===== src/logic/bst_map.vh =====
/*
 * Constants of the boundary-scan test access port: instruction
 * opcodes, capture patterns, scan-cell mux codes and the default
 * identification code.
 * Assumes it is included by bare name before any module that uses it.
 */
`ifndef BST_MAP_VH
`define BST_MAP_VH

// instruction register width and opcodes; all ones is bypass
`define BST_IR_W 3
`define BST_OP_EXTEST 3'h0
`define BST_OP_SAMPLE 3'h1
`define BST_OP_IDCODE 3'h2
`define BST_OP_PRODTEST 3'h4
`define BST_OP_BYPASS 3'h7

// fixed pattern loaded in capture-ir, low bits 01 as usual
`define BST_IR_CAPTURE 3'h1

// identification code; the value is arbitrary, lsb must be 1
`define BST_ID_W 32
`define BST_ID_DEFAULT 32'h0A5C3001

// central cell mux codes {cell_select_high, cell_select_low}
`define BST_SEL_HOLD 2'h0
`define BST_SEL_CAPTURE 2'h1
`define BST_SEL_SHIFT 2'h2
`define BST_SEL_IDBIT 2'h3

// boundary chain sizes
`define BST_N_IN 8
`define BST_N_OUT 8

`endif


===== src/logic/bst_tap.v =====
/*
 * Boundary-scan test access port: tap state machine, instruction
 * register and decode, bypass, identification and boundary registers.
 * Assumes the test pins come from an outside tester and are
 * oversampled by CLK (20 MHz); the test clock must be much slower.
 * Device pins and core signals are captured by the boundary cells; only the output pins are driven from them, under external test.
 */
// What this block does
// - low test reset forces Test-Logic-Reset at once
// - state advances per test clock rise, by tms
// - five tms-high clocks reach Test-Logic-Reset
// - reset state: normal operation, identification instruction
// - Capture-DR loads selected register's parallel value
// - Shift-DR shifts selected register toward lsb
// - Update-DR latches on falling clock, drives outputs
// - Capture-IR loads fixed pattern
// - Shift-IR shifts instruction, and bypass or id register when selected
// - Update-IR makes scanned code current, falling edge
// - pause states hold the shift path
// - each instruction selects exactly one data path
// - bypass: one-stage delay from tdi to tdo
// - external test: capture inputs, drive shifted outputs
// - sample: capture inputs and outputs for shifting
// - identification instruction shifts out id code
// - production test loads id code into boundary
// - data register clock only in capture/shift-dr
// - each cell has four-way two-select mux
`timescale 1ns/100ps
`include "bst_map.vh"

module bst_tap #(
  parameter N_IN = `BST_N_IN,
  parameter N_OUT = `BST_N_OUT,
  parameter [`BST_ID_W-1:0] ID_CODE = `BST_ID_DEFAULT
) (
  // system clock, reset, enable
  input wire CLK,
  input wire SRST,
  input wire CE,
  // test access pins
  input wire TCK,
  input wire TMS,
  input wire TDI,
  input wire TRST_N,
  output reg TDO,
  output reg TDO_OE,
  // device pins and core side
  input wire [N_IN-1:0] DEV_IN,
  output reg [N_IN-1:0] CORE_IN,
  input wire [N_OUT-1:0] CORE_OUT,
  output reg [N_OUT-1:0] DEV_OUT
);

  localparam BSR_LEN = N_IN + N_OUT;

  // tap states, one-hot
  localparam [15:0] S_TLR = 16'h0001;
  localparam [15:0] S_RTI = 16'h0002;
  localparam [15:0] S_SEL_DR = 16'h0004;
  localparam [15:0] S_CAP_DR = 16'h0008;
  localparam [15:0] S_SH_DR = 16'h0010;
  localparam [15:0] S_EX1_DR = 16'h0020;
  localparam [15:0] S_PAU_DR = 16'h0040;
  localparam [15:0] S_EX2_DR = 16'h0080;
  localparam [15:0] S_UPD_DR = 16'h0100;
  localparam [15:0] S_SEL_IR = 16'h0200;
  localparam [15:0] S_CAP_IR = 16'h0400;
  localparam [15:0] S_SH_IR = 16'h0800;
  localparam [15:0] S_EX1_IR = 16'h1000;
  localparam [15:0] S_PAU_IR = 16'h2000;
  localparam [15:0] S_EX2_IR = 16'h4000;
  localparam [15:0] S_UPD_IR = 16'h8000;

  // next tap state from current state and tms
  function [15:0] tap_next;
    input [15:0] st;
    input tms;
    begin
      case (st)
        S_TLR: tap_next = tms ? S_TLR : S_RTI;
        S_RTI: tap_next = tms ? S_SEL_DR : S_RTI;
        S_SEL_DR: tap_next = tms ? S_SEL_IR : S_CAP_DR;
        S_CAP_DR: tap_next = tms ? S_EX1_DR : S_SH_DR;
        S_SH_DR: tap_next = tms ? S_EX1_DR : S_SH_DR;
        S_EX1_DR: tap_next = tms ? S_UPD_DR : S_PAU_DR;
        S_PAU_DR: tap_next = tms ? S_EX2_DR : S_PAU_DR;
        S_EX2_DR: tap_next = tms ? S_UPD_DR : S_SH_DR;
        S_UPD_DR: tap_next = tms ? S_SEL_DR : S_RTI;
        S_SEL_IR: tap_next = tms ? S_TLR : S_CAP_IR;
        S_CAP_IR: tap_next = tms ? S_EX1_IR : S_SH_IR;
        S_SH_IR: tap_next = tms ? S_EX1_IR : S_SH_IR;
        S_EX1_IR: tap_next = tms ? S_UPD_IR : S_PAU_IR;
        S_PAU_IR: tap_next = tms ? S_EX2_IR : S_PAU_IR;
        S_EX2_IR: tap_next = tms ? S_UPD_IR : S_SH_IR;
        S_UPD_IR: tap_next = tms ? S_SEL_DR : S_RTI;
        default: tap_next = S_TLR;
      endcase
    end
  endfunction

  // pin synchronisers; third tck stage only for edge finding
  reg tck_s1, tck_s2, tck_s3;
  reg tms_s1, tms_s2;
  reg tdi_s1, tdi_s2;
  reg trst_n_s1, trst_n_s2;
  reg [N_IN-1:0] dev_in_s1;
  reg [N_IN-1:0] dev_in_s2;

  always @(posedge CLK) begin
    if (SRST) begin
      tck_s1 <= 1'b0;
      tck_s2 <= 1'b0;
      tck_s3 <= 1'b0;
      tms_s1 <= 1'b1;
      tms_s2 <= 1'b1;
      tdi_s1 <= 1'b1;
      tdi_s2 <= 1'b1;
      trst_n_s1 <= 1'b0;
      trst_n_s2 <= 1'b0;
      dev_in_s1 <= {N_IN{1'b0}};
      dev_in_s2 <= {N_IN{1'b0}};
    end else if (CE) begin
      tck_s1 <= TCK;
      tck_s2 <= tck_s1;
      tck_s3 <= tck_s2;
      tms_s1 <= TMS;
      tms_s2 <= tms_s1;
      tdi_s1 <= TDI;
      tdi_s2 <= tdi_s1;
      trst_n_s1 <= TRST_N;
      trst_n_s2 <= trst_n_s1;
      dev_in_s1 <= DEV_IN;
      dev_in_s2 <= dev_in_s1;
    end
  end

  wire tck_rise = tck_s2 & ~tck_s3;
  wire tck_fall = ~tck_s2 & tck_s3;
  wire trst_act = ~trst_n_s2;

  // tap state register
  reg [15:0] state;

  // test reset wins over any test clock edge, no edge needed
  always @(posedge CLK) begin
    if (SRST) begin
      state <= S_TLR;
    end else if (CE) begin
      if (trst_act) begin
        state <= S_TLR;
      end else if (tck_rise) begin
        state <= tap_next(state, tms_s2);
      end
    end
  end

  // instruction registers
  reg [`BST_IR_W-1:0] ir_shift;
  reg [`BST_IR_W-1:0] ir;

  // decode; unknown codes fall to bypass so one path is always chosen
  wire op_ext = (ir == `BST_OP_EXTEST);
  wire op_smp = (ir == `BST_OP_SAMPLE);
  wire op_id = (ir == `BST_OP_IDCODE);
  wire op_prod = (ir == `BST_OP_PRODTEST);
  wire sel_bsr = op_ext | op_smp | op_prod;
  wire sel_byp = ~sel_bsr & ~op_id;

  always @(posedge CLK) begin
    if (SRST) begin
      ir_shift <= `BST_IR_CAPTURE;
      ir <= `BST_OP_IDCODE;
    end else if (CE) begin
      if (state == S_TLR) begin
        ir <= `BST_OP_IDCODE;
      end else if (tck_fall && state == S_UPD_IR) begin
        ir <= ir_shift;
      end
      if (tck_rise && state == S_CAP_IR) begin
        ir_shift <= `BST_IR_CAPTURE;
      end else if (tck_rise && state == S_SH_IR) begin
        ir_shift <= {tdi_s2, ir_shift[`BST_IR_W-1:1]};
      end
    end
  end

  // bypass and id registers; pause and exit states leave them alone
  reg byp;
  reg [`BST_ID_W-1:0] idr;
  wire cap_dr = tck_rise && state == S_CAP_DR;
  wire sh_dr = tck_rise && state == S_SH_DR;
  wire sh_ir = tck_rise && state == S_SH_IR;

  always @(posedge CLK) begin
    if (SRST) begin
      byp <= 1'b0;
      idr <= ID_CODE;
    end else if (CE) begin
      if (sel_byp && cap_dr) begin
        byp <= 1'b0;
      end else if (sel_byp && (sh_dr || sh_ir)) begin
        byp <= tdi_s2;
      end
      if (op_id && cap_dr) begin
        idr <= ID_CODE;
      end else if (op_id && (sh_dr || sh_ir)) begin
        idr <= {tdi_s2, idr[`BST_ID_W-1:1]};
      end
    end
  end

  // data register clock for the cells, only in capture/shift-dr
  wire clock_dr = sel_bsr & (cap_dr | sh_dr);
  // capture picks input pins and core outputs, or the id bit under production test
  wire cell_select_low = (state == S_CAP_DR);
  wire cell_select_high = (state == S_SH_DR) | op_prod;
  // update only under the instructions that use the latches
  wire upd_en = tck_fall & (state == S_UPD_DR) & (op_ext | op_smp);

  // boundary chain; cell 0 sits next to tdo
  wire [BSR_LEN-1:0] bsr_q;
  wire [BSR_LEN-1:0] bsr_upd;
  wire [BSR_LEN-1:0] bsr_par = {CORE_OUT, dev_in_s2};

  genvar gi;
  generate
    for (gi = 0; gi < BSR_LEN; gi = gi + 1) begin : g_cell
      wire sin;
      if (gi == BSR_LEN - 1) begin : g_head
        assign sin = tdi_s2;
      end else begin : g_link
        assign sin = bsr_q[gi+1];
      end
      bst_cell #(
        .HAS_UPDATE(gi >= N_IN ? 1 : 0)
      ) u_cell (
        .clk(CLK),
        .srst(SRST),
        .ce(CE),
        .clock_dr(clock_dr),
        .cell_select_low(cell_select_low),
        .cell_select_high(cell_select_high),
        .update_en(upd_en),
        .parallel_in(bsr_par[gi]),
        .scan_in(sin),
        .id_bit(ID_CODE[gi % `BST_ID_W]),
        .scan_out(bsr_q[gi]),
        .update_q(bsr_upd[gi])
      );
    end
  endgenerate

  // selected serial path, exactly one per instruction
  reg dr_out;
  always @* begin
    if (sel_bsr) begin
      dr_out = bsr_q[0];
    end else if (op_id) begin
      dr_out = idr[0];
    end else begin
      dr_out = byp;
    end
  end

  // tdo moves on the falling edge; the tester samples it at the end of the high phase
  always @(posedge CLK) begin
    if (SRST) begin
      TDO <= 1'b1;
      TDO_OE <= 1'b0;
    end else if (CE) begin
      if (trst_act) begin
        TDO_OE <= 1'b0;
      end else if (tck_fall) begin
        if (state == S_SH_DR) begin
          TDO <= dr_out;
          TDO_OE <= 1'b1;
        end else if (state == S_SH_IR) begin
          TDO <= ir_shift[0];
          TDO_OE <= 1'b1;
        end else begin
          TDO_OE <= 1'b0;
        end
      end
    end
  end

  // pin side: latches take the outputs only under external test
  always @(posedge CLK) begin
    if (SRST) begin
      CORE_IN <= {N_IN{1'b0}};
      DEV_OUT <= {N_OUT{1'b0}};
    end else if (CE) begin
      CORE_IN <= dev_in_s2;
      if (op_ext) begin
        DEV_OUT <= bsr_upd[BSR_LEN-1:N_IN];
      end else begin
        DEV_OUT <= CORE_OUT;
      end
    end
  end

endmodule // bst_tap


===== src/logic/bst_cell.v =====
/*
 * One boundary scan cell: capture/shift stage behind a four-way
 * mux, plus an optional parallel update latch.
 * Assumes clock_dr and update_en are one-cycle enables on clk.
 */
`timescale 1ns/100ps
`include "bst_map.vh"

module bst_cell #(
  parameter HAS_UPDATE = 1
) (
  // clock, reset, enable
  input wire clk,
  input wire srst,
  input wire ce,
  // control from the tap
  input wire clock_dr,
  input wire cell_select_low,
  input wire cell_select_high,
  input wire update_en,
  // data
  input wire parallel_in,
  input wire scan_in,
  input wire id_bit,
  output reg scan_out,
  output reg update_q
);

  reg next_scan;

  // central four-input mux on the two select lines
  always @* begin
    case ({cell_select_high, cell_select_low})
      `BST_SEL_CAPTURE: next_scan = parallel_in;
      `BST_SEL_SHIFT: next_scan = scan_in;
      `BST_SEL_IDBIT: next_scan = id_bit;
      default: next_scan = scan_out;
    endcase
  end

  // stage only moves while clock_dr is active
  always @(posedge clk) begin
    if (srst) begin
      scan_out <= 1'b0;
    end else if (ce && clock_dr) begin
      scan_out <= next_scan;
    end
  end

  // update latch; input cells build none
  always @(posedge clk) begin
    if (srst || HAS_UPDATE == 0) begin
      update_q <= 1'b0;
    end else if (ce && update_en) begin
      update_q <= scan_out;
    end
  end

endmodule // bst_cell


===== config.mk =====
export PLATFORM = sky130hd
export DESIGN_NAME = bst_tap
export DESIGN_NICKNAME = d
export VERILOG_FILES = /design/src/logic/bst_tap.v /design/src/logic/bst_cell.v
export VERILOG_INCLUDE_DIRS = /design/src /design/src/logic
export SDC_FILE = /design/constraint.sdc
export NUM_CORES = 1
export LEC_CHECK = 0
export ABC_AREA = 0
export BUFFER_PORTS_ARGS = -buffer_cell sky130_fd_sc_hd__buf_2
export CORE_MARGIN = 1.5
export CORE_UTILIZATION = 63
export DETAILED_ROUTE_END_ITERATION = 6
export PLACE_DENSITY = 0.86
export SLEW_MARGIN = 20
export SYNTH_ARGS = -nofsm -noshare
export SYNTH_HDL_FRONTEND = slang
export SYNTH_SLANG_ARGS = --single-unit

===== constraint.sdc =====
create_clock -name CLK -period 6.9 [get_ports CLK]
set_clock_uncertainty 0.15 [all_clocks]
set_input_delay 0.69 -clock CLK [delete_from_list [all_inputs] [get_ports CLK]]
set_output_delay 0.69 -clock CLK [all_outputs]
set_load 0.03 [all_outputs]

Word-level counts from Yosys, hierarchy flattened
Cells that the tools add are included.

Register bits: 122. Bits of input ports: 23. Output and inout port bits: 18. Word-level logic and storage cells: 160.

Equal/unequal tests: 24. Multiplexer cells: 48. Bitwise gates (word level): 14. Reduce and logical (&&, ||, !) cells: 30.

Operators by type and width (count): one-hot mux 16 bit (12 select lines) (1); two-way mux 16 bit (4); two-way mux 32 bit (2); one-hot mux 1 bit (3 select lines) (16); two-way mux 9 bit (2); == test 16 x 1 -> 1 bit, second input constant (1); == test 16 x 10 -> 1 bit, second input constant (1); == test 16 x 11 -> 1 bit, second input constant (1); == test 16 x 12 -> 1 bit, second input constant (1); == test 16 x 13 -> 1 bit, second input constant (1); == test 16 x 14 -> 1 bit, second input constant (1); == test 16 x 15 -> 1 bit, second input constant (1); == test 16 bit, second input constant (1); == test 16 x 2 -> 1 bit, second input constant (1); == test 16 x 3 -> 1 bit, second input constant (1); == test 16 x 4 -> 1 bit, second input constant (1); == test 16 x 5 -> 1 bit, second input constant (1); == test 16 x 6 -> 1 bit, second input constant (1); == test 16 x 7 -> 1 bit, second input constant (1); == test 16 x 8 -> 1 bit, second input constant (1); == test 16 x 9 -> 1 bit, second input constant (1); two-way mux 8 bit (2); two-way mux 15 bit (1); two-way mux 3 bit (5); 24 further kinds (67).

Logic depth before layout (Yosys ltp)
Word-level depth: 8. Mapped depth: 9. Depth with buffers taken out: 5.

Hierarchy
From an unflattened synthesis, not the netlist that was laid out.

Cell total of the unflattened synthesis: 697. Area total of the unflattened synthesis: 6177.2 µm².

Modules (own cells, without submodules): bst_tap (times used 1, cells an instance 529, area each 4785.8 µm², seq. area each 1961.9 µm²); bst_cell (g_cell[10].u_cell ...) (times used 8, cells an instance 12, area each 100.1 µm², seq. area each 40.0 µm²); bst_cell (g_cell[0].u_cell ...) (times used 8, cells an instance 9, area each 73.8 µm², seq. area each 20.0 µm²).

Worst setup path after synthesis
Ideal clock, no wire load.

Kind: register to register. From: register state[13]. To: register byp. Setup time: 71 ps. Data arrival time: 2313 ps. Path slack: 4366 ps. Stages on the path, launching flop included: 9. Buffers on the path: 3. Period minus slack after synthesis: 2534 ps. Path through: dfxtp_1 buf_2 or4_4 buf_6 nor4_4 a41oi_2 buf_6 or4b_1 a21oi_1.

Word-level cells in the longest chain between the ends: 6. Elaborated cells on any way between the ends: 12. Those cells by class: eq/ne (3); mux (1); reduce/logical (8).

RTL lines: from (decl) (line bst_tap.v:142) `reg [15:0] state;`; from (signal assigned) (line bst_tap.v:152) `state <= tap_next(state, tms_s2);`; == test 16 x 5 -> 1 bit / == test 16 x 12 -> 1 bit (equally long branches) (line bst_tap.v:191, bst_tap.v:192); logical AND 1 bit, on equally long branches (line bst_tap.v:191, bst_tap.v:192); logical OR 1 bit (line bst_tap.v:201) `end else if (sel_byp && (sh_dr || sh_ir)) begin`; logical AND 1 bit (line bst_tap.v:201); nonzero test 2 bit (no source line); AND reduction 2 bit (no source line); to (signal assigned) (line bst_tap.v:202) `byp <= tdi_s2;`; to (decl) (line bst_tap.v:188) `reg byp;`.

Parallel ways exist; a longest one is shown, timed or not. A chain may end at the register's enable or synchronous reset.

Final worst setup path
From: register state[9]. To: register g_cell[3].u_cell.scan_out.

Word-level cells in the longest chain between the ends: 6. Elaborated cells on any way between the ends: 14. Those cells by class: eq/ne (5); mux (1); bitwise (3); reduce/logical (5).

RTL lines: branches (longest 6 deep; another with == test 16 x 5 -> 1 bit); to (signal assigned) (line bst_cell.v:46) `scan_out <= next_scan;`; to (decl) (line bst_cell.v:25) `output reg scan_out,`.

Several ways; the timed one is not identified.

==> results.yml <==
routing:
  drt.antenna.violating_nets: 0
  wire_per_inst_um: 17.5
  route.met2.wl_um: 6420
  vias_per_cell: 6.44
  wl_um: 13300
  firstDrtPassIters: 6
  wl_met1_um: 5800
  vias: 4883
  drt_iter0_markers: 440
  drc: 0
  routed-wl-met3_um: 793
  top_layer: "met4"
synth:
  synth_nets: 658
  syn_area_um2: 5590
  async_reset_ff_share_pct: 0
  ys_warn_count: 0
  synth_edf_count: 0
  synth_area_leaders: "dfxtp_1 44%, mux2i_1 8.8%, nor2_1 5.6%, a21oi_1 4.0%, nand4_1 3.1%"
  netlist_instances: 635
  ys_seq_area_share_pct: 43.7
  synth.avg_cell_area_um2: 8.81
  yosysUniqueCellTypes: 57
  ys_seq_elements: 122
  synth_area_leader_cell: "dfxtp_1"
  synthFlopType: "dfxtp_1"
  yosys.area.top_type_share_pct: 43.7
grt:
  track_usage_pct: 28.2
  grt_pass1_vias: 4633
  grt_pass1_wl_um: 22000
  grt_max_degree: 127
  grt_overflow: 0
  antenna_found_initial: 0
setup_path:
  crit_fanout: 15
  cp-end-kind: "register"
  crit_type: "register to register"
  r2r_cells: 6
  critPathLaunch: "state[9]"
  worstPathArrival_ns: 3.56
  rr_startpoint: "state[9]"
  reg2reg_slack_ns: 3.61
  required_ns: 7.17
  critPathLaunchType: "register"
  r2r_end: "g_cell[3].u_cell.scan_out"
clock_tree:
  clk_pin_slew_ns: 0.06
  numCtsBuffers: 17
  ctsResizeCount: 0
  htree_levels: 4
  cts_hold_repair.buffers: 0
  clk_path_buf_depth: 2
  post_cts_buffers: 0
  cts_sinks: 122
  cts-root-buf: "clkbuf_8"
  clock_latency_ns: 0.52
  tritoncts: "yes"
timing:
  fmax_mhz: 304
  setup_viol: 0
  rsz0062_at_grt: "no"
  maxSlewViolCount: 0
  fin_crit_ns: 3.29
  hold_viol_final: 0
  post-route-period-util_pct: 47.8
  tns_ns: 0
  slew_headroom_pct: 34.3
  tightest_slew_ns: 0.976
floorplanning:
  die-area_um2: 9450
  die_h_um: 97.2
  coreArea_um2: 8680
  die_w_um: 97.2
  initial_core_util_pct: 64.4
  boundaryPins: 41
  placementRows: 34
finish:
  finalNetCount: 660
  final_cell_mix: "122 x dfxtp_1, 84 x nor2_1, 49 x mux2i_1"
  synthToLayoutAreaGrowth_pct: 13.0
  stdcell_area_um2: 6320
  layout_commonest_cell: "dfxtp_1"
  drive_gt1_share_pct: 14.2
  num_antenna_cells: 0
  fill_cells: 625
status:
  status: "complete, no violations"
power_and_ir_drop:
  pwr_density_cell_nw_per_um2: 267
  power.leakage_nw: 2.35
  power_mw: 1.69
  max-vdd-ir-drop_mv: 0.222
hold_path:
  hp-class: "input pin to register"
  min_from: "TMS"
  min_to: "tms_s1"
  min_delay_path_depth: 2
placement:
  globalplace.congestion: 0.974
  placed_cell_area_um2: 5710
  place_hpwl_um: 8200
  port_buffers: 40
job:
  maxCapViolations: 0
flip-flops by register name (all words and copies together) (netlist names):
| signal | count |
|---|---|
| CORE_IN | 8 |
| DEV_OUT | 8 |
| TDO | 1 |
| TDO_OE | 1 |
| byp | 1 |
| dev_in_s1 | 8 |
| dev_in_s2 | 8 |
| g_cell.sin | 1 |
| g_cell.u_cell.scan_out | 16 |
| g_cell.u_cell.update_q | 8 |
| idr | 32 |
| ir | 3 |
| ir_shift | 3 |
| state | 16 |
| tck_s1 | 1 |
| tck_s2 | 1 |
| tck_s3 | 1 |
| tdi_s1 | 1 |
| tms_s1 | 1 |
| tms_s2 | 1 |
| trst_n_s1 | 1 |
| trst_n_s2 | 1 |
cell type report:
class	instances	area, um^2	share of cell area (%)
Sequential cell	122	2440	38.7
Clock buffer	17	414	6.56
Tap cell	108	135	2.14
Multi-Input combinational cell	445	2880	45.5
Inverter	5	18.8	0.297
Timing Repair Buffer	46	251	3.98
Clock inverter	15	179	2.83
worst max-delay path by stage:
stage / to / slack (ns)
global route: g_cell[6].u_cell.scan_out / 3.45
global placement: g_cell[1].u_cell.scan_out / 3.63
floorplan: byp / 4.37
detailed placement: g_cell[0].u_cell.scan_out / 3.54
finish: g_cell[3].u_cell.scan_out / 3.61
CTS: g_cell[3].u_cell.scan_out / 3.72
power breakdown:
| part | switching (mW) | internal, mW |
|---|---|---|
| registers | 0.00776 | 0.716 |
| clock network | 0.366 | 0.529 |
| logic | 0.0429 | 0.0256 |
| total | 0.417 | 1.27 |
kinds of logic (layout without fill, tap and decap cells):
| family | after synthesis | in the layout | share of synthesized area, % |
|---|---|---|---|
| AND/OR/NAND/NOR | 234 | 234 | 22.9 |
| multiplexers | 49 | 49 | 8.77 |
| adder cells (fa/ha/maj) | 1 | 1 | 0.179 |
| AO/OA/AOI/OAI | 152 | 152 | 17.8 |
| buffers and inverters | 68 | 83 | 5.19 |
| flip-flops | 122 | 122 | 43.7 |
| XOR/XNOR | 9 | 9 | 1.41 |
critical path, stage by stage (launching register included):
cell and delay (ns):
dfxtp_1 0.42, nor4_1 0.87, a41oi_1 0.28, buf_4 0.27, nor2_1 0.71, a22oi_1 0.16, a211oi_1 0.33
cells in the mapped netlist (all sizes together), types with 2 or more instances:
| cell type | n |
|---|---|
| nor4 | 23 |
| or4 | 5 |
| mux2i | 49 |
| a2111oi | 2 |
| a32oi | 4 |
| nand2 | 17 |
| nor3 | 12 |
| a41o | 2 |
| xnor2 | 5 |
| nand2b | 10 |
| o21ai | 28 |
| clkbuf | 46 |
| or3 | 4 |
| xor2 | 4 |
| o221ai | 3 |
| nand3 | 10 |
| and4 | 2 |
| a31oi | 2 |
| inv | 5 |
| or4b | 3 |
| a22oi | 20 |
| and2 | 3 |
| and3 | 4 |
| o21bai | 11 |
| or2 | 3 |
| nor3b | 3 |
| a21oi | 45 |
| nor4b | 2 |
| a41oi | 2 |
| nor2b | 9 |
| dfxtp | 122 |
| a211oi | 22 |
| nand3b | 8 |
| nor2 | 84 |
| nand4 | 28 |
| a211o | 4 |
| buf | 17 |
through the flow:
stage                     hold slack, ns  setup WS, ns  util, %  std cells
after CTS                          0.211          3.72     72.6        758
after global routing               0.221          3.45     72.8        758
after global placement             0.288          3.63     65.7        726
after floorplan                    0.281          4.37        -        635
final                              0.228          3.61     72.8        758
after detailed placement           0.312          3.54     65.8        726
per-layer routing:
layer  up-vias  GRT usage, %
li1       2340             -
met1      2315          35.8
met2       199          46.8
met3        29          6.55
met4         0          11.0
met5         -             0
Power figures use the tool's default switching activity.
